<file path="src/design/tsc_pkg.sv">
package tsc_pkg;
  // ********************
  // Timing
  // ********************
  localparam int CLK_HZ = 100_000_000; // System clock rate
  localparam int TERM_DELAY_MS = 1000; // Terminator delay
  localparam int TERM_DELAY_CYC = TERM_DELAY_MS * (CLK_HZ / 1000);
  localparam int HB_PERIOD_US = 100; // Health pulse period
  localparam int HB_PERIOD_CYC = HB_PERIOD_US * (CLK_HZ / 1_000_000);
  localparam int HB_TIMEOUT_US = 1000; // Missing health limit
  localparam int HB_TIMEOUT_CYC = HB_TIMEOUT_US * (CLK_HZ / 1_000_000);
  localparam int BAUD_RATE = 9600; // Remote link rate
  localparam int BAUD_DIV_CYC = CLK_HZ / BAUD_RATE;
  // ********************
  // Remote frame layout
  // ********************
  localparam int FRAME_DATA_W = 8; // Data bits per frame
  localparam int FRAME_RX_BITS = 10; // Data, parity, stop
  localparam int FRAME_TX_BITS = 11; // Start, data, parity, stop
  localparam int FRAME_PAR_POS = 8; // Parity bit index
  localparam int FRAME_STOP_POS = 9; // Stop bit index
  localparam int CMD_ON = 0; // Remote on request
  localparam int CMD_OFF = 1; // Remote off request
  localparam int CMD_CHG = 2; // Remote changeover
  localparam int CMD_ILK = 3; // Remote interlock
  localparam int STS_TX1 = 0; // Status: transmitter 1 on
  localparam int STS_TX2 = 1; // Status: transmitter 2 on
  localparam int STS_ANT = 2; // Status: antenna select
  localparam int STS_SHUT = 3; // Status: shut down
  localparam int STS_TERM = 4; // Status: terminator tripped
  localparam int STS_RERR = 5; // Status: link error
  localparam int STS_ALM1 = 6; // Status: alarm 1
  localparam int STS_ALM2 = 7; // Status: alarm 2
  localparam int LAMP_W = 4; // Warning lamp count
  localparam logic RST_ANT = 1'b0; // Antenna on transmitter 1
  localparam logic LINE_IDLE = 1'b1; // Idle serial level
  typedef enum logic [1:0] {TSC_OFF, TSC_ON1, TSC_ON2, TSC_SHUT} tsc_mode_t;
  typedef enum logic [1:0] {TSC_RX_IDLE, TSC_RX_START, TSC_RX_BITS} tsc_rx_t;
endpackage : tsc_pkg

</file>
<file path="src/design/tsc_rc_if.sv">
`timescale 1ns/1ns
`default_nettype none
interface tsc_rc_if;
  import tsc_pkg::*;
  logic cmd_vld; // Good command frame, one cycle
  logic [FRAME_DATA_W-1:0] cmd; // Command byte
  logic err; // Bad frame, one cycle
  logic [FRAME_DATA_W-1:0] status; // Status byte to send
  modport link (output cmd_vld, cmd, err, input status);
  modport user (input cmd_vld, cmd, err, output status);
  modport tap (input cmd_vld, cmd);
endinterface : tsc_rc_if
`default_nettype wire

</file>
<file path="src/design/tsc_remote_link.sv">
`timescale 1ns/1ns
`default_nettype none
module tsc_remote_link
  import tsc_pkg::*;
#(
  parameter int BAUD_DIV = BAUD_DIV_CYC
)
(
  input wire logic mclk, // System clock
  input wire logic srst, // Synchronous reset
  input wire logic rx, // Serial in
  output logic tx, // Serial out
  tsc_rc_if.link rc // Command and status
);
  localparam int CW = $clog2(BAUD_DIV + 1);
  if (BAUD_DIV < 4)
  begin : g_chk
    $error("BAUD_DIV too small");
  end

  tsc_rx_t r_st_q, r_st_d;
  logic [CW-1:0] r_cnt_q, r_cnt_d, t_cnt_q, t_cnt_d;
  logic [3:0] r_bit_q, r_bit_d, t_bit_q, t_bit_d;
  logic [FRAME_RX_BITS-1:0] r_sh_q, r_sh_d, fr;
  logic [FRAME_TX_BITS-1:0] t_sh_q, t_sh_d;
  logic vld_q, vld_d, err_q, err_d, tx_q, tx_d;
  logic [FRAME_DATA_W-1:0] cmd_q, cmd_d;

  // Receive and send next state, even parity
  always_comb
  begin
    r_st_d = r_st_q;
    r_cnt_d = (r_cnt_q != '0) ? r_cnt_q - 1'b1 : r_cnt_q;
    r_bit_d = r_bit_q;
    r_sh_d = r_sh_q;
    cmd_d = cmd_q;
    vld_d = 1'b0;
    err_d = 1'b0;
    fr = {rx, r_sh_q[FRAME_RX_BITS-1:1]};
    case (r_st_q)
      TSC_RX_IDLE:
        if (rx != LINE_IDLE)
        begin
          r_st_d = TSC_RX_START;
          r_cnt_d = CW'(BAUD_DIV / 2);
        end
      TSC_RX_START:
        if (r_cnt_q == '0)
        begin
          r_st_d = (rx == LINE_IDLE) ? TSC_RX_IDLE : TSC_RX_BITS;
          r_cnt_d = CW'(BAUD_DIV - 1);
          r_bit_d = '0;
        end
      default:
        if (r_cnt_q == '0)
        begin
          r_sh_d = fr;
          r_cnt_d = CW'(BAUD_DIV - 1);
          r_bit_d = r_bit_q + 1'b1;
          if (r_bit_q == 4'(FRAME_STOP_POS))
          begin
            r_st_d = TSC_RX_IDLE;
            if ((^fr[FRAME_PAR_POS:0]) || !fr[FRAME_STOP_POS])
              err_d = 1'b1;
            else
            begin
              vld_d = 1'b1;
              cmd_d = fr[FRAME_DATA_W-1:0];
            end
          end
        end
    endcase
    t_cnt_d = (t_cnt_q == '0) ? CW'(BAUD_DIV - 1) : t_cnt_q - 1'b1;
    t_sh_d = t_sh_q;
    t_bit_d = t_bit_q;
    tx_d = tx_q;
    if (t_cnt_q == '0)
    begin
      if (t_bit_q == '0)
      begin
        t_sh_d = {LINE_IDLE, ^rc.status, rc.status, 1'b0};
        t_bit_d = 4'(FRAME_TX_BITS);
      end
      else
      begin
        tx_d = t_sh_q[0];
        t_sh_d = {LINE_IDLE, t_sh_q[FRAME_TX_BITS-1:1]};
        t_bit_d = t_bit_q - 1'b1;
      end
    end
  end

  // Link registers
  always_ff @(posedge mclk)
  begin
    if (srst)
    begin
      r_st_q <= TSC_RX_IDLE;
      r_cnt_q <= '0;
      r_bit_q <= '0;
      r_sh_q <= '0;
      cmd_q <= '0;
      vld_q <= 1'b0;
      err_q <= 1'b0;
      t_cnt_q <= '0;
      t_bit_q <= '0;
      t_sh_q <= '1;
      tx_q <= LINE_IDLE;
    end
    else
    begin
      r_st_q <= r_st_d;
      r_cnt_q <= r_cnt_d;
      r_bit_q <= r_bit_d;
      r_sh_q <= r_sh_d;
      cmd_q <= cmd_d;
      vld_q <= vld_d;
      err_q <= err_d;
      t_cnt_q <= t_cnt_d;
      t_bit_q <= t_bit_d;
      t_sh_q <= t_sh_d;
      tx_q <= tx_d;
    end
  end

  assign tx = tx_q;
  assign rc.cmd_vld = vld_q;
  assign rc.cmd = cmd_q;
  assign rc.err = err_q;
endmodule : tsc_remote_link
`default_nettype wire

</file>
<file path="src/design/tsc_terminator.sv">
`timescale 1ns/1ns
`default_nettype none
module tsc_terminator
  import tsc_pkg::*;
#(
  parameter int DELAY = TERM_DELAY_CYC,
  parameter int HB_TIMEOUT = HB_TIMEOUT_CYC
)
(
  input wire logic mclk, // System clock
  input wire logic srst, // Synchronous reset
  tsc_rc_if.tap rc, // Remote commands
  input wire logic alarm, // Alarm seen by terminator
  input wire logic hb, // Controller health pulse
  output logic trip // Power removal, sticky
);
  localparam int DW = $clog2(DELAY + 1);
  localparam int HW = $clog2(HB_TIMEOUT + 1);
  if (DELAY < 1 || HB_TIMEOUT < 2)
  begin : g_chk
    $error("terminator counts too small");
  end

  logic [DW-1:0] dly_q, dly_d;
  logic [HW-1:0] age_q, age_d;
  logic ilk_q, ilk_d, trip_q, trip_d, cond;

  // Own copy of interlock, delay and health watch
  always_comb
  begin
    ilk_d = rc.cmd_vld ? rc.cmd[CMD_ILK] : ilk_q;
    cond = alarm || ilk_q;
    dly_d = '0;
    if (cond && dly_q != DW'(DELAY - 1))
      dly_d = dly_q + 1'b1;
    else if (cond)
      dly_d = dly_q;
    age_d = hb ? '0 : ((age_q == HW'(HB_TIMEOUT - 1)) ? age_q : age_q + 1'b1);
    trip_d = trip_q || (cond && dly_q == DW'(DELAY - 1))
             || (!hb && age_q == HW'(HB_TIMEOUT - 1));
  end

  // Terminator registers
  always_ff @(posedge mclk)
  begin
    if (srst)
    begin
      ilk_q <= 1'b0;
      dly_q <= '0;
      age_q <= '0;
      trip_q <= 1'b0;
    end
    else
    begin
      ilk_q <= ilk_d;
      dly_q <= dly_d;
      age_q <= age_d;
      trip_q <= trip_d;
    end
  end

  assign trip = trip_q;
endmodule : tsc_terminator
`default_nettype wire

</file>
<file path="src/design/tsc_station_control.sv">
`timescale 1ns/1ns
`default_nettype none
// What this block does
// - Alarm and mode pick changeover or shutdown
// - Alarms, remote, panel, maintenance govern on/off
// - Independent terminator shuts down on controller failure
// - Terminator cuts power one second after alarm
// - Remote link converts serial, flags bad frames
// - Remote commands reach controller and terminator
// - Maintenance port reads state, sets lamps
// - One antenna select drives changeover relays
// - Board configuration alters controller decisions
// - Panel shows status, forwards operator keys
// - Terminator alarm cuts amplifier supply
module tsc_station_control
  import tsc_pkg::*;
#(
  parameter int TERM_DELAY = TERM_DELAY_CYC, // Terminator delay, cycles
  parameter int HB_PERIOD = HB_PERIOD_CYC, // Health pulse period, cycles
  parameter int HB_TIMEOUT = HB_TIMEOUT_CYC, // Health loss limit, cycles
  parameter int BAUD_DIV = BAUD_DIV_CYC // Cycles per serial bit
)
(
  input wire logic mclk, // System clock
  input wire logic srst, // Synchronous reset
  input wire logic mon_alarm1, // Monitor alarm, transmitter 1
  input wire logic mon_alarm2, // Monitor alarm, transmitter 2
  input wire logic remote_rx, // Serial from remote unit
  output logic remote_tx, // Serial to remote unit
  input wire logic panel_on, // Panel on key
  input wire logic panel_off, // Panel off key
  input wire logic panel_change, // Panel changeover key
  input wire logic maint_on, // Maintenance on request
  input wire logic maint_off, // Maintenance off request
  input wire logic maint_change, // Maintenance changeover request
  input wire logic maint_lamp_wr, // Lamp write strobe
  input wire logic [LAMP_W-1:0] maint_lamp_data, // Lamp write data
  input wire logic cfg_auto_change, // Change to standby on alarm
  input wire logic cfg_remote_en, // Obey remote on/off/change
  input wire logic cfg_pref_tx2, // Start on transmitter 2
  output logic tx1_on, // Transmitter 1 enable
  output logic tx2_on, // Transmitter 2 enable
  output logic ant_relay_sel, // Antenna relay: 1 = transmitter 2
  output logic term_alarm, // Amplifier supply cut
  output logic [FRAME_DATA_W-1:0] maint_state, // Controller state word
  output logic [LAMP_W-1:0] maint_lamps, // Warning lamps
  output logic [FRAME_DATA_W-1:0] panel_leds, // Panel status lights
  output logic remote_err // Last remote frame bad
);
  localparam int HPW = $clog2(HB_PERIOD + 1);
  if (HB_PERIOD < 2 || HB_PERIOD >= HB_TIMEOUT)
  begin : g_chk
    $error("health period must be below timeout");
  end

  // ********************
  // Remote link and terminator
  // ********************
  tsc_rc_if rc ();
  logic hb_q, hb_d, term_in;

  // Serial conversion both ways
  tsc_remote_link #(
    .BAUD_DIV(BAUD_DIV)
  ) u_link (
    .mclk(mclk),
    .srst(srst),
    .rx(remote_rx),
    .tx(remote_tx),
    .rc(rc.link)
  );

  // Independent shutdown path
  tsc_terminator #(
    .DELAY(TERM_DELAY),
    .HB_TIMEOUT(HB_TIMEOUT)
  ) u_term (
    .mclk(mclk),
    .srst(srst),
    .rc(rc.tap),
    .alarm(term_in),
    .hb(hb_q),
    .trip(term_alarm)
  );

  // ********************
  // Request merge
  // ********************
  tsc_mode_t mode_q, mode_d;
  logic changed_q, changed_d, ilk_q, ilk_d, rerr_q, rerr_d;
  logic ant_q, ant_d, tx1_q, tx1_d, tx2_q, tx2_d;
  logic [LAMP_W-1:0] lamps_q, lamps_d;
  logic [FRAME_DATA_W-1:0] sts_q, sts_d, mst_q, mst_d;
  logic rem_ok, on_req, off_req, chg_req, alm_act, alm_stby, running;
  logic [HPW-1:0] hbc_q, hbc_d;

  // Three sources feed each request
  always_comb
  begin
    rem_ok = rc.cmd_vld && cfg_remote_en;
    on_req = panel_on || maint_on || (rem_ok && rc.cmd[CMD_ON]);
    off_req = panel_off || maint_off || (rem_ok && rc.cmd[CMD_OFF]);
    chg_req = panel_change || maint_change || (rem_ok && rc.cmd[CMD_CHG]);
    alm_act = ant_q ? mon_alarm2 : mon_alarm1;
    alm_stby = ant_q ? mon_alarm1 : mon_alarm2;
    running = (mode_q == TSC_ON1) || (mode_q == TSC_ON2);
  end

  // ********************
  // Station control state
  // ********************
  // Interlock first, then alarm, off, change, on
  always_comb
  begin
    mode_d = mode_q;
    changed_d = changed_q;
    ilk_d = rc.cmd_vld ? rc.cmd[CMD_ILK] : ilk_q;
    case (mode_q)
      TSC_OFF:
        if (on_req && !ilk_q)
        begin
          mode_d = cfg_pref_tx2 ? TSC_ON2 : TSC_ON1;
          changed_d = 1'b0;
        end
      TSC_ON1, TSC_ON2:
        if (ilk_q)
          mode_d = TSC_SHUT;
        else if (alm_act)
        begin
          if (cfg_auto_change && !changed_q && !alm_stby)
          begin
            mode_d = (mode_q == TSC_ON1) ? TSC_ON2 : TSC_ON1;
            changed_d = 1'b1;
          end
          else
            mode_d = TSC_SHUT;
        end
        else if (off_req)
          mode_d = TSC_OFF;
        else if (chg_req)
          mode_d = (mode_q == TSC_ON1) ? TSC_ON2 : TSC_ON1;
      default:
        if (off_req)
          mode_d = TSC_OFF;
    endcase
  end

  // Relay select and enables follow the next mode
  always_comb
  begin
    ant_d = ant_q;
    if (mode_d == TSC_ON1)
      ant_d = 1'b0;
    else if (mode_d == TSC_ON2)
      ant_d = 1'b1;
    tx1_d = (mode_d == TSC_ON1);
    tx2_d = (mode_d == TSC_ON2);
    term_in = (mode_q == TSC_SHUT) || (running && alm_act);
  end

  // ********************
  // Health pulse
  // ********************
  // Pulse every period in every mode, while out of reset
  always_comb
  begin
    hbc_d = hbc_q + 1'b1;
    hb_d = 1'b0;
    if (hbc_q == HPW'(HB_PERIOD - 1))
    begin
      hbc_d = '0;
      hb_d = 1'b1;
    end
  end

  // ********************
  // Status, lamps, link error
  // ********************
  // Lamp register, link error flag, status and state words
  always_comb
  begin
    lamps_d = maint_lamp_wr ? maint_lamp_data : lamps_q;
    rerr_d = rc.err || (rerr_q && !rc.cmd_vld);
    sts_d = '0;
    sts_d[STS_TX1] = tx1_q;
    sts_d[STS_TX2] = tx2_q;
    sts_d[STS_ANT] = ant_q;
    sts_d[STS_SHUT] = (mode_q == TSC_SHUT);
    sts_d[STS_TERM] = term_alarm;
    sts_d[STS_RERR] = rerr_q;
    sts_d[STS_ALM1] = mon_alarm1;
    sts_d[STS_ALM2] = mon_alarm2;
    mst_d = {ilk_q, changed_q, rerr_q, term_alarm, ant_q, 1'b0, mode_q};
  end

  // Controller registers
  always_ff @(posedge mclk)
  begin
    if (srst)
    begin
      mode_q <= TSC_OFF;
      changed_q <= 1'b0;
      ilk_q <= 1'b0;
      ant_q <= RST_ANT;
      tx1_q <= 1'b0;
      tx2_q <= 1'b0;
      hbc_q <= '0;
      hb_q <= 1'b0;
      lamps_q <= '0;
      rerr_q <= 1'b0;
      sts_q <= '0;
      mst_q <= '0;
    end
    else
    begin
      mode_q <= mode_d;
      changed_q <= changed_d;
      ilk_q <= ilk_d;
      ant_q <= ant_d;
      tx1_q <= tx1_d;
      tx2_q <= tx2_d;
      hbc_q <= hbc_d;
      hb_q <= hb_d;
      lamps_q <= lamps_d;
      rerr_q <= rerr_d;
      sts_q <= sts_d;
      mst_q <= mst_d;
    end
  end

  // Outputs from registers
  assign tx1_on = tx1_q;
  assign tx2_on = tx2_q;
  assign ant_relay_sel = ant_q;
  assign maint_lamps = lamps_q;
  assign maint_state = mst_q;
  assign panel_leds = sts_q;
  assign remote_err = rerr_q;
  assign rc.status = sts_q;
endmodule : tsc_station_control
`default_nettype wire

</file>
<file path="config.mk">
export PLATFORM = sky130hd
export DESIGN_NAME = tsc_station_control
export DESIGN_NICKNAME = d
export VERILOG_FILES = /design/src/design/tsc_pkg.sv /design/src/design/tsc_rc_if.sv /design/src/design/tsc_remote_link.sv /design/src/design/tsc_terminator.sv /design/src/design/tsc_station_control.sv
export SDC_FILE = /design/constraint.sdc
export NUM_CORES = 1
export LEC_CHECK = 0
export BUFFER_PORTS_ARGS = -buffer_cell sky130_fd_sc_hd__buf_4
export CAP_MARGIN = 20
export CORE_UTILIZATION = 50
export DETAILED_ROUTE_END_ITERATION = 6
export HOLD_SLACK_MARGIN = 0.1
export PLACE_DENSITY = 0.73
export SETUP_SLACK_MARGIN = 0.4
export SYNTH_ARGS = -nofsm -noshare
export SYNTH_HDL_FRONTEND = slang
export SYNTH_SLANG_ARGS = --single-unit
export TNS_END_PERCENT = 30
</file>
<file path="constraint.sdc">
create_clock -name mclk -period 2.3 [get_ports mclk]
set_input_delay 0.345 -clock mclk [delete_from_list [all_inputs] [get_ports mclk]]
set_output_delay 0.345 -clock mclk [all_outputs]
set_load 0.01 [all_outputs]
</file>
==> results of run 1 <==
-- cell type report --
type / instances / area share (%)
Sequential cell: 148 / 36.6
Tap cell: 172 / 2.64
Timing Repair Buffer: 77 / 7.60
Inverter: 19 / 0.875
Clock inverter: 9 / 2.44
Clock buffer: 22 / 5.82
Multi-Input combinational cell: 553 / 44.1
-- Yosys cell counts (3+ instances only) --
| master | n | share of area [%] |
|---|---|---|
| clkbuf_1 | 27 | 1.5 |
| and3_1 | 13 | 1.2 |
| nand2b_1 | 4 | 0.38 |
| or3_1 | 6 | 0.57 |
| a211o_1 | 11 | 1.5 |
| xnor2_1 | 45 | 6.0 |
| a211oi_1 | 8 | 0.91 |
| nor3_1 | 28 | 2.1 |
| mux2i_1 | 11 | 1.7 |
| o21ai_0 | 11 | 0.84 |
| nand2_1 | 65 | 3.7 |
| or2_2 | 3 | 0.29 |
| and4_1 | 4 | 0.53 |
| nor2_1 | 116 | 6.6 |
| a21oi_1 | 45 | 3.4 |
| ha_1 | 13 | 2.5 |
| buf_1 | 4 | 0.23 |
| nor3b_1 | 7 | 0.80 |
| nand3_1 | 22 | 1.7 |
| nand4_1 | 22 | 2.1 |
| nor2b_1 | 14 | 1.3 |
| buf_4 | 4 | 0.46 |
| and2_1 | 5 | 0.48 |
| nand4b_1 | 3 | 0.40 |
| xor2_1 | 34 | 4.5 |
| dfxtp_1 | 148 | 45 |
| inv_1 | 19 | 1.1 |
| a31oi_1 | 7 | 0.67 |
| nor4_1 | 13 | 1.2 |
-- power by group --
| group | total, mW | internal, mW | switching (mW) | leakage [nW] |
|---|---|---|---|---|
| combinational | 2.15 | 1.02 | 1.13 | 1.56 |
| sequential | 3.22 | 2.89 | 0.322 | 1.21 |
| clock | 3.15 | 2.11 | 1.03 | 0.330 |
| total | 8.51 | 6.03 | 2.48 | 3.10 |
-- registers in the layout, indices dropped and copies added, names as in the netlist, 2 cells and up --
| name | cells |
|---|---|
| hbc_q | 14 |
| u_term.age_q | 17 |
| u_link.r_sh_q | 9 |
| mode_q | 2 |
| maint_lamps | 4 |
| u_link.rc.cmd | 4 |
| panel_leds | 8 |
| u_link.t_sh_q | 10 |
| u_link.r_bit_q | 4 |
| u_link.r_st_q | 2 |
| maint_state | 4 |
| u_term.dly_q | 27 |
| u_link.t_bit_q | 4 |
| u_link.t_cnt_q | 14 |
| u_link.r_cnt_q | 14 |
-- repair_timing --
| action | 4_1_cts | 5_1_grt |
|---|---|---|
| endpoints found under the hold margin | 0 | 0 |
| pin swaps | 10 | 10 |
| gates cloned | 0 | 2 |
| setup endpoints to repair | 76 | 78 |
| gates resized for setup | 26 | 29 |
| setup buffers | 8 | 12 |
-- worst register-to-register path: stages, from the launching register on --
cell and delay [ps]:
dfxtp_2 320, or3_4 380, or4_4 430, or4_4 480, a211o_1 290, a21oi_1 150
-- metrics by stage --
| step | util [%] | cells | total power [mW] | hold WS [ps] | setup WS [ps] |
|---|---|---|---|---|---|
| finish | 64.1 | 1000 | 8.51 | 166 | 188 |
| global placement | 55.6 | 947 | 5.03 | 419 | 227 |
| CTS | 62.4 | 986 | 8.38 | 155 | 213 |
| detailed placement | 55.6 | 947 | 5.11 | 426 | 120 |
| floorplan | - | 756 | 4.62 | 413 | 253 |
| global route | 64.1 | 1000 | 8.93 | 172 | 141 |
-- kinds of logic (layout without fill, tap and decap cells) --
logic type,after synthesis,count (layout)
xor+xnor,80,80
flops,148,148
other cells,1,1
fa+ha+maj,13,13
compound gates,104,105
simple gates,341,341
mux,13,13
buf+inv,56,127
-- final timing paths --
path | from | endpoint | slack, ps | depth (start not counted)
worst max-delay path | u_link.t_cnt_q[2]$_SDFF_PP0_ | u_link.t_cnt_q[13]$_SDFF_PP0_ | 190 | 5
worst min-delay path | maint_lamp_data[3] | maint_lamps[3]$_SDFFE_PP0P_ | 170 | 3
worst max register to register | u_link.t_cnt_q[2]$_SDFF_PP0_ | u_link.t_cnt_q[13]$_SDFF_PP0_ | 190 | 5
worst min register to register | u_link.rc.err$_SDFF_PP0_ | remote_err$_SDFF_PP0_ | 440 | 2
-- layer usage --
layer / routed length, um / global-route usage [%]
met1: 6360 / 26.6
met2: 7440 / 38.0
met4: 269 / 9.87
met3: 611 / 5.19
met5: 0 / 0
==> results.md, run 1 <==
- Outcome: finished clean
- Number of port buffers: 43
- Final setup vio count: 0
- Count of final hold-check violations: 0
- Core Footprint: 12700 um^2
- Flops & latches, synth: 148
- Clock skew: 8.43 ps
- Dpl cell area: 7070 um^2
- Vias in the first global route: 5076
- Setup_tns: 0 ps
- CTS Buf Count: 17
- Crit-path max FO: 4
- Pwr/cell area: 1040 nW/um^2
- Die height: 117 um
- Synth Flop Type: dfxtp_1
- Diode count: 0
- CTS Sinks: 148
- Crit-path slowest cell: or4_4
- Seq. cell area: 2980 um^2
- Slew Limit Fails: 0
- Vias: 5559
- Final WL: 14.7 mm
- Worst stage delay on the critical path: 480 ps
- GRT overflow: 0
- # IOs: 45
- Cell Chain, Critical Path: or3_4 > or4_4 > or4_4 > a211o_1 > a21oi_1
- Final ANT Viol Nets: 0
- RD Place Congestion: 0.885
- Mux contribution to synthesized area: 2.02%
- Post-Synth Simple-Gate Area: 25.8%
- Initial antenna violation count: 0
- Register area share after synthesis: 45.1%
- H-tree lvl count: 4
- Worst Hold Class: in2reg
- Max clock buf depth: 2
- Critical path buffers and inverters: 0
- Share of layout cells above drive strength 1: 20.0%
- Synth Net Count: 788
- Post-route DRC: 0
- Setup crit end kind: flop
- Initial drt markers: 479
- Critical path class: reg2reg
- Row cnt: 41
- Crit path time final: 2110 ps
- CP arrival: 2460 ps
- GRT Total Usage: 22.2%
- Layout overhead on the synthesized area: 24.2%
- Die W: 117 um
- Relative slew slack: 61.0%
- CP most frequent cell: or4_4
- DP HPWL: 9.27 mm
- CTS tree: yes
- EDFF count, synth: 0
- Reg clk slew, reported paths: 60 ps
- Max-cap viol count: 0
- Cell variety after synth: 57
- Nets@finish: 848
- Final worst-path cycle share: 91.8%
- Compound-gate portion of the synthesized area: 10.2%
- Fillers: 1006
- Commonest non-fill, non-tap cells in the layout: dfxtp_1, nor2_1, buf_4, nand2_1, a21oi_1
- Synth warnings: 0
- Fmax: 0.474 GHz
- Largest net degree at the start of global routing: 35
- Async SR Flop Fraction: 0%
- Main combinational cell family by area after synthesis: simple AND/OR/NAND/NOR gates
- Worst Setup Start Kind: flop
- Leak: 3.10 nW
- First-pass GRT wire length: 23.5 mm
- VDD IR max: 0.624 mV
- Layout Cell Area excl Fill: 8150 um^2
- Die area: 13600 um^2
- Cts hold-fix bufs: 0
- XOR/XNOR Fraction of Synth Area: 10.9%
- Starting Density: 51.6%
- Cell count after synthesis: 756
- Slew of the pin with the lowest slew margin: 583 ps
- Root Buffer: clkbuf_16
- Initial DRT Pass Iterations: 5
- Synth Area in Adders: 2.48%
- Crit path required time: 2650 ps
- Multi-input gate area: 3590 um^2
- Synthesized cell area: 6570 um^2
- Vias per inst: 5.56
- CP delay by family, top: simple AND/OR/NAND/NOR gates
- RSZ-0062 raised after global routing: true
- Syn_area_per_cell: 8.69 um^2
- Commonest non-fill, non-tap cell in the layout: dfxtp_1
- Clk Latency, worst-skew pair: 420 ps
- Routed len/inst: 14.7 um
(Power assumes the default switching activity.)
==> run 2, diff against run 1 <==
--- a/config.mk
+++ b/config.mk
@@ -10,8 +10,9 @@
 export CORE_UTILIZATION = 50
 export DETAILED_ROUTE_END_ITERATION = 6
 export HOLD_SLACK_MARGIN = 0.1
-export PLACE_DENSITY = 0.73
-export SETUP_SLACK_MARGIN = 0.4
+export PLACE_DENSITY = 0.76
+export SETUP_SLACK_MARGIN = 0.2
+export SKIP_CTS_REPAIR_TIMING = 1
 export SYNTH_ARGS = -nofsm -noshare
 export SYNTH_HDL_FRONTEND = slang
 export SYNTH_SLANG_ARGS = --single-unit
==> constraint.sdc (replaced) <==
create_clock -name mclk -period 1.74 [get_ports mclk]
set_input_delay 0.261 -clock mclk [delete_from_list [all_inputs] [get_ports mclk]]
set_output_delay 0.261 -clock mclk [all_outputs]
set_load 0.01 [all_outputs]
==> run 2 against run 1 <==
  * The flow now finishes with violations (negative setup slack)
  * Non-clock buffer count grew 69
  * Clock skew shrank 1.9 ps
  * Global-route usage grew 1.3 points
  * Utilization grew 6.8 points
  * Total power grew 37%
  * Maximum frequency grew 0.79%
  * Via count grew 7.2%
  * Sequential power grew 31%
  * Critical path depth grew 1
  * Sequential share of layout area shrank 3.4 points
  * Combinational power grew 78%
  * Cell area grew 11%
==> results.md, run 2 (synthesis results as in run 1) <==
- Seq. cell area: 2990 um^2
- Worst Setup Start Kind: flop
- Clk Latency, worst-skew pair: 430 ps
- Internal power: 7.94 mW
- Hold slack: 72.7 ps
- DP HPWL: 10.3 mm
- Post-route DRC: 0
- Count of final hold-check violations: 0
- Die area: 13600 um^2
- Crit-path slowest cell: or4_4
- Vias in the first global route: 5585
- Vias: 5957
- Setup crit end kind: flop
- Finished Layout Cells: 1070
- Number of flip-flops in the largest register: 27
- Clock skew: 6.56 ps
- Switch share: 32.1%
- Layout Cell Area excl Fill: 9020 um^2
- RSZ-0062 raised after global routing: true
- Final setup vio count: 56
- Comb power frac: 32.6%
- Placed cell count: 1027
- Number of port buffers: 43
- Initial drt markers: 402
- Core Footprint: 12700 um^2
- CP Depth: 6
- Final ANT Viol Nets: 0
- # IOs: 45
- CTS Buf Count: 17
- Core Util, Final: 70.9%
- Clock power frac: 31.4%
- GRT overflow: 0
- Sequential Power Share: 36.0%
- Fillers: 925
- Initial DRT Pass Iterations: 5
- Worst setup margin: -355 ps
- Setup_tns: -5890 ps
- FF-to-FF path depth: 6
- Outcome: complete, but fails checks
- Max-cap viol count: 0
- Leak: 3.53 nW
- Die height: 117 um
- Slew Limit Fails: 0
- Vias per inst: 5.57
- Cell Chain, Critical Path: or3_4 > or4_4 > or4_4 > nor3_4 > xnor2_1 > a21oi_2
- Worst Hold Class: in2reg
- Initial antenna violation count: 0
- Critical path buffers and inverters: 0
- Final WL: 16.8 mm
- Critical path class: reg2reg
- Fmax: 0.477 GHz
- Layout overhead on the synthesized area: 37.4%
- R2R setup slack: -360 ps
- Reg clk slew, reported paths: 60 ps
- Pre-CTS setup slack: -349 ps
- Final Power: 11.7 mW
- Multi-input gate area: 3960 um^2
- Root Buffer: clkbuf_16
- RR Endpoint: u_link.t_cnt_q[11]$_SDFF_PP0_
- Nets@finish: 917
- Diode count: 0
- Crit-path max FO: 4
- Relative slew slack: 58.6%
- Failing checks: negative setup slack
- CTS Sinks: 148
- Max clock buf depth: 2
- Dpl cell area: 7760 um^2
- Starting Density: 51.6%
- Row cnt: 41
- Switching power: 3.75 mW
- Die W: 117 um
- Slew of the pin with the lowest slew margin: 616 ps
- Largest net degree at the start of global routing: 54
- Top Registers: u_term.dly_q x27, u_term.age_q x17
- CP most frequent cell: or4_4
- Largest reg by FF count: u_term.dly_q
- Share of layout cells above drive strength 1: 33.0%
- Crit path required time: 2040 ps
- RD Place Congestion: 0.886
- CP arrival: 2390 ps
- First-pass GRT wire length: 25.1 mm
- Crit path launch: u_link.t_cnt_q[2]$_SDFF_PP0_
- CP delay by family, top: simple AND/OR/NAND/NOR gates
- Pwr/cell area: 1300 nW/um^2
- Worst setup path endpoint: u_link.t_cnt_q[11]$_SDFF_PP0_
- Routed len/inst: 15.7 um
- CTS tree: yes
- Hold-critical path depth: 3
- Commonest non-fill, non-tap cells in the layout: dfxtp_1, buf_4, nor2_1, nand2_1, xnor2_1
- Reg-to-Reg Start: u_link.t_cnt_q[2]$_SDFF_PP0_
- Worst stage delay on the critical path: 470 ps
- GRT Total Usage: 23.5%
- VDD IR max: 0.868 mV
- Final worst-path cycle share: 120%
- H-tree lvl count: 4
- Crit path time final: 2100 ps
-- run 2: cell types whose count changed in the layout (fill, tap and decap cells not counted), sizes merged --
| cell | change |
|---|---|
| buf | +66 |
| bufinv | -4 |
| clkinvlp | +4 |
| inv | +3 |
| dlygate4sd3 | +2 |
| clkinv | -1 |
-- run 2: final cells by class --
type / instances / area share (%)
multi-input combinational: 553 / 43.9
clock inverter: 11 / 1.37
inverter: 19 / 0.818
tap: 172 / 2.39
clock buffer: 21 / 5.21
sequential: 148 / 33.2
timing repair buffer: 146 / 13.1
-- run 2: worst reg2reg max path, cell delays in order, from the launching register on --
cell and delay [ps]:
dfxtp_2 320, or3_4 380, or4_4 430, or4_4 470
nor3_4 140, xnor2_1 160, a21oi_2 70
-- run 2: worst min path at each step --
stage	startpoint	end	slack, ps
floorplan	mon_alarm1	panel_leds[6]$_SDFF_PP0_	390
finish	maint_lamp_data[2]	maint_lamps[2]$_SDFFE_PP0P_	70
global route	maint_lamp_data[1]	maint_lamps[1]$_SDFFE_PP0P_	110
global placement	hbc_q[0]$_SDFF_PP0_	hbc_q[0]$_SDFF_PP0_	420
CTS	maint_lamp_data[3]	maint_lamps[3]$_SDFFE_PP0P_	60
detailed placement	u_link.rc.err$_SDFF_PP0_	remote_err$_SDFF_PP0_	430
-- run 2: power groups by stage --
| stage | registers (mW) | clock network [mW] | logic (mW) |
|---|---|---|---|
| final | 4.21 | 3.67 | 3.82 |
| after global routing | 4.25 | 3.86 | 4.17 |
| after CTS | 4.17 | 3.72 | 3.18 |
| after detailed placement | 4.23 | 0 | 3.14 |
| after global placement | 4.20 | 0 | 3.01 |
| after floorplan | 4.24 | 0 | 2.03 |
-- run 2: routing by layer --
metal / routed length [um] / track usage (%) / vias up
li1: - / - / 2880
met1: 6760 / 27.3 / 2852
met2: 8910 / 41.9 / 190
met3: 837 / 6.12 / 35
met4: 314 / 7.59 / 0
met5: 0 / 0 / -
==> run 3, diff against run 2 <==
--- a/config.mk
+++ b/config.mk
@@ -8,6 +8,7 @@
 export BUFFER_PORTS_ARGS = -buffer_cell sky130_fd_sc_hd__buf_4
 export CAP_MARGIN = 20
 export CORE_UTILIZATION = 50
+export CTS_BUF_LIST = sky130_fd_sc_hd__clkbuf_8
 export DETAILED_ROUTE_END_ITERATION = 6
 export HOLD_SLACK_MARGIN = 0.1
 export PLACE_DENSITY = 0.76
==> run 3 against run 2 <==
  * The flow still finishes with violations (negative setup slack)
  * Global-route usage is 0.96 points lower
  * Utilization is 0.40 points lower
  * Hold slack better by 38 ps
  * Sequential cell count stayed put
  * Sequential share of layout area is 0.20 points higher
  * Clock power is 26% lower
  * Maximum frequency is 0.31% lower
  * Critical path depth stayed put
  * Clock skew is 1.8 ps higher
  * Die area stayed put
  * Highest routed layer unchanged
  * Critical path type unchanged
  * Count of clock-buffer cells in the layout is 1 lower
  * Total power is 7.8% lower
==> results.md, run 3 (synthesis results as in run 1) <==
- Outcome: complete, but fails checks
- Failing checks: negative setup slack
- Final worst-path cycle share: 121%
- Critical path class: reg2reg
- Number of flip-flops in the largest register: 27
- Core Footprint: 12700 um^2
- Nets@finish: 928
- Worst setup margin: -362 ps
- Core Util, Final: 70.5%
- Die W: 117 um
- Row cnt: 41
- Final WL: 16.4 mm
- CP arrival: 2480 ps
- Largest net degree at the start of global routing: 54
- Initial antenna violation count: 0
- Die area: 13600 um^2
- Max clock buf depth: 2
- Number of port buffers: 43
- Pre-CTS setup slack: -349 ps
- Die height: 117 um
- Crit-path slowest cell: or4_4
- Vias: 5893
- H-tree lvl count: 4
- Relative slew slack: 58.4%
- CTS Buf Count: 17
- Fmax: 0.476 GHz
- VDD IR max: 0.690 mV
- Initial DRT Pass Iterations: 5
- Share of layout cells above drive strength 1: 34.1%
- Fillers: 916
- Setup crit end kind: flop
- First-pass GRT wire length: 24.0 mm
- # IOs: 45
- GRT Total Usage: 22.5%
- Initial drt markers: 440
- Commonest non-fill, non-tap cells in the layout: buf_4, dfxtp_1, nor2_1, nand2_1, xnor2_1
- Crit path required time: 2120 ps
- Starting Density: 51.6%
- Worst Setup Start Kind: flop
- Diode count: 0
- Slew of the pin with the lowest slew margin: 619 ps
- Final ANT Viol Nets: 0
- Post-route DRC: 0
- GRT overflow: 0
- Crit path time final: 2100 ps
- DP HPWL: 10.3 mm
- Vias per inst: 5.45
- Reg clk slew, reported paths: 80 ps
- Clk Latency, worst-skew pair: 450 ps
- Layout overhead on the synthesized area: 36.6%
- Cell Chain, Critical Path: or3_4 > or4_4 > or4_4 > buf_4 > xor2_1 > nor3_1
- Pwr/cell area: 1200 nW/um^2
- Crit-path max FO: 4
- CTS tree: yes
- Routed len/inst: 15.2 um
- RD Place Congestion: 0.886
- Slew Limit Fails: 0
- Largest reg by FF count: u_term.dly_q
- Vias in the first global route: 5432
- Max-cap viol count: 0
- Top Registers: u_term.dly_q x27, u_term.age_q x17
- CP delay by family, top: simple AND/OR/NAND/NOR gates
- Leak: 3.49 nW
- Count of final hold-check violations: 0
- RSZ-0062 raised after global routing: true
- Final setup vio count: 56
- Root Buffer: clkbuf_8
- Critical path buffers and inverters: 1
- Worst stage delay on the critical path: 470 ps
- Worst Hold Class: in2reg
- CP most frequent cell: or4_4
- Clock skew: 8.32 ps
- Commonest non-fill, non-tap cell in the layout: buf_4
- CTS Sinks: 148
## run 3: cell types whose count changed in the layout (fill, tap and decap cells not counted), moves of 3 or more
| cell | delta |
|---|---|
| dlygate4sd3_1 | +5 |
| a211oi_1 | -3 |
| buf_4 | +6 |
| clkbuf_16 | -18 |
| a211oi_2 | +3 |
| clkbuf_8 | +17 |
## run 3: routing by layer
layer	track usage, %	vias to the layer above	part of all wire (%)
li1	-	2896	-
met1	26.5	2847	42
met2	39.6	131	52
met3	5.92	19	4.1
met4	7.93	0	1.1
met5	0	-	0
## run 3: through the flow
stage	hold WS (ps)	area [um^2]	power (mW)	std cells	setup TNS, ps
after detailed placement	430	7760	7.36	1027	-4550
final	111	8970	10.8	1081	-5710
after global placement	423	7760	7.22	1027	-2620
after CTS	-1.06	8160	10.1	1059	-5840
after floorplan	389	6740	6.27	756	-2500
after global routing	116	8970	11.4	1081	-11460
## run 3: cell type report
| type | instances | area [um^2] | share of cell area, % |
|---|---|---|---|
| Tap cell | 172 | 215 | 2.40 |
| Sequential cell | 148 | 2990 | 33.4 |
| Inverter | 19 | 73.8 | 0.823 |
| Timing Repair Buffer | 157 | 1280 | 14.2 |
| Clock buffer | 20 | 275 | 3.07 |
| Multi-Input combinational cell | 553 | 4010 | 44.7 |
| Clock inverter | 12 | 128 | 1.42 |
## run 3: final timing paths
kind                                              startpoint                            to  slack (ps)  cells past startpoint
worst max-delay path            u_link.t_cnt_q[2]$_SDFF_PP0_  u_link.t_cnt_q[9]$_SDFF_PP0_        -360                      6
worst max register to register  u_link.t_cnt_q[2]$_SDFF_PP0_  u_link.t_cnt_q[9]$_SDFF_PP0_        -360                      6
worst min-delay path                           maint_lamp_wr   maint_lamps[2]$_SDFFE_PP0P_         110                      3
worst min register to register           hbc_q[0]$_SDFF_PP0_           hbc_q[0]$_SDFF_PP0_         450                      1
## run 3: worst min-delay path, cell delays in order
cell     delay (ps)
buf_4           120
mux2i_1          70
nor2_1           70
## run 3: report_power, final
part	internal, mW	leakage, nW	switching (mW)
combinational	1.94	2.08	1.94
sequential	3.82	1.21	0.377
clock	1.39	0.199	1.31
total	7.15	3.49	3.63
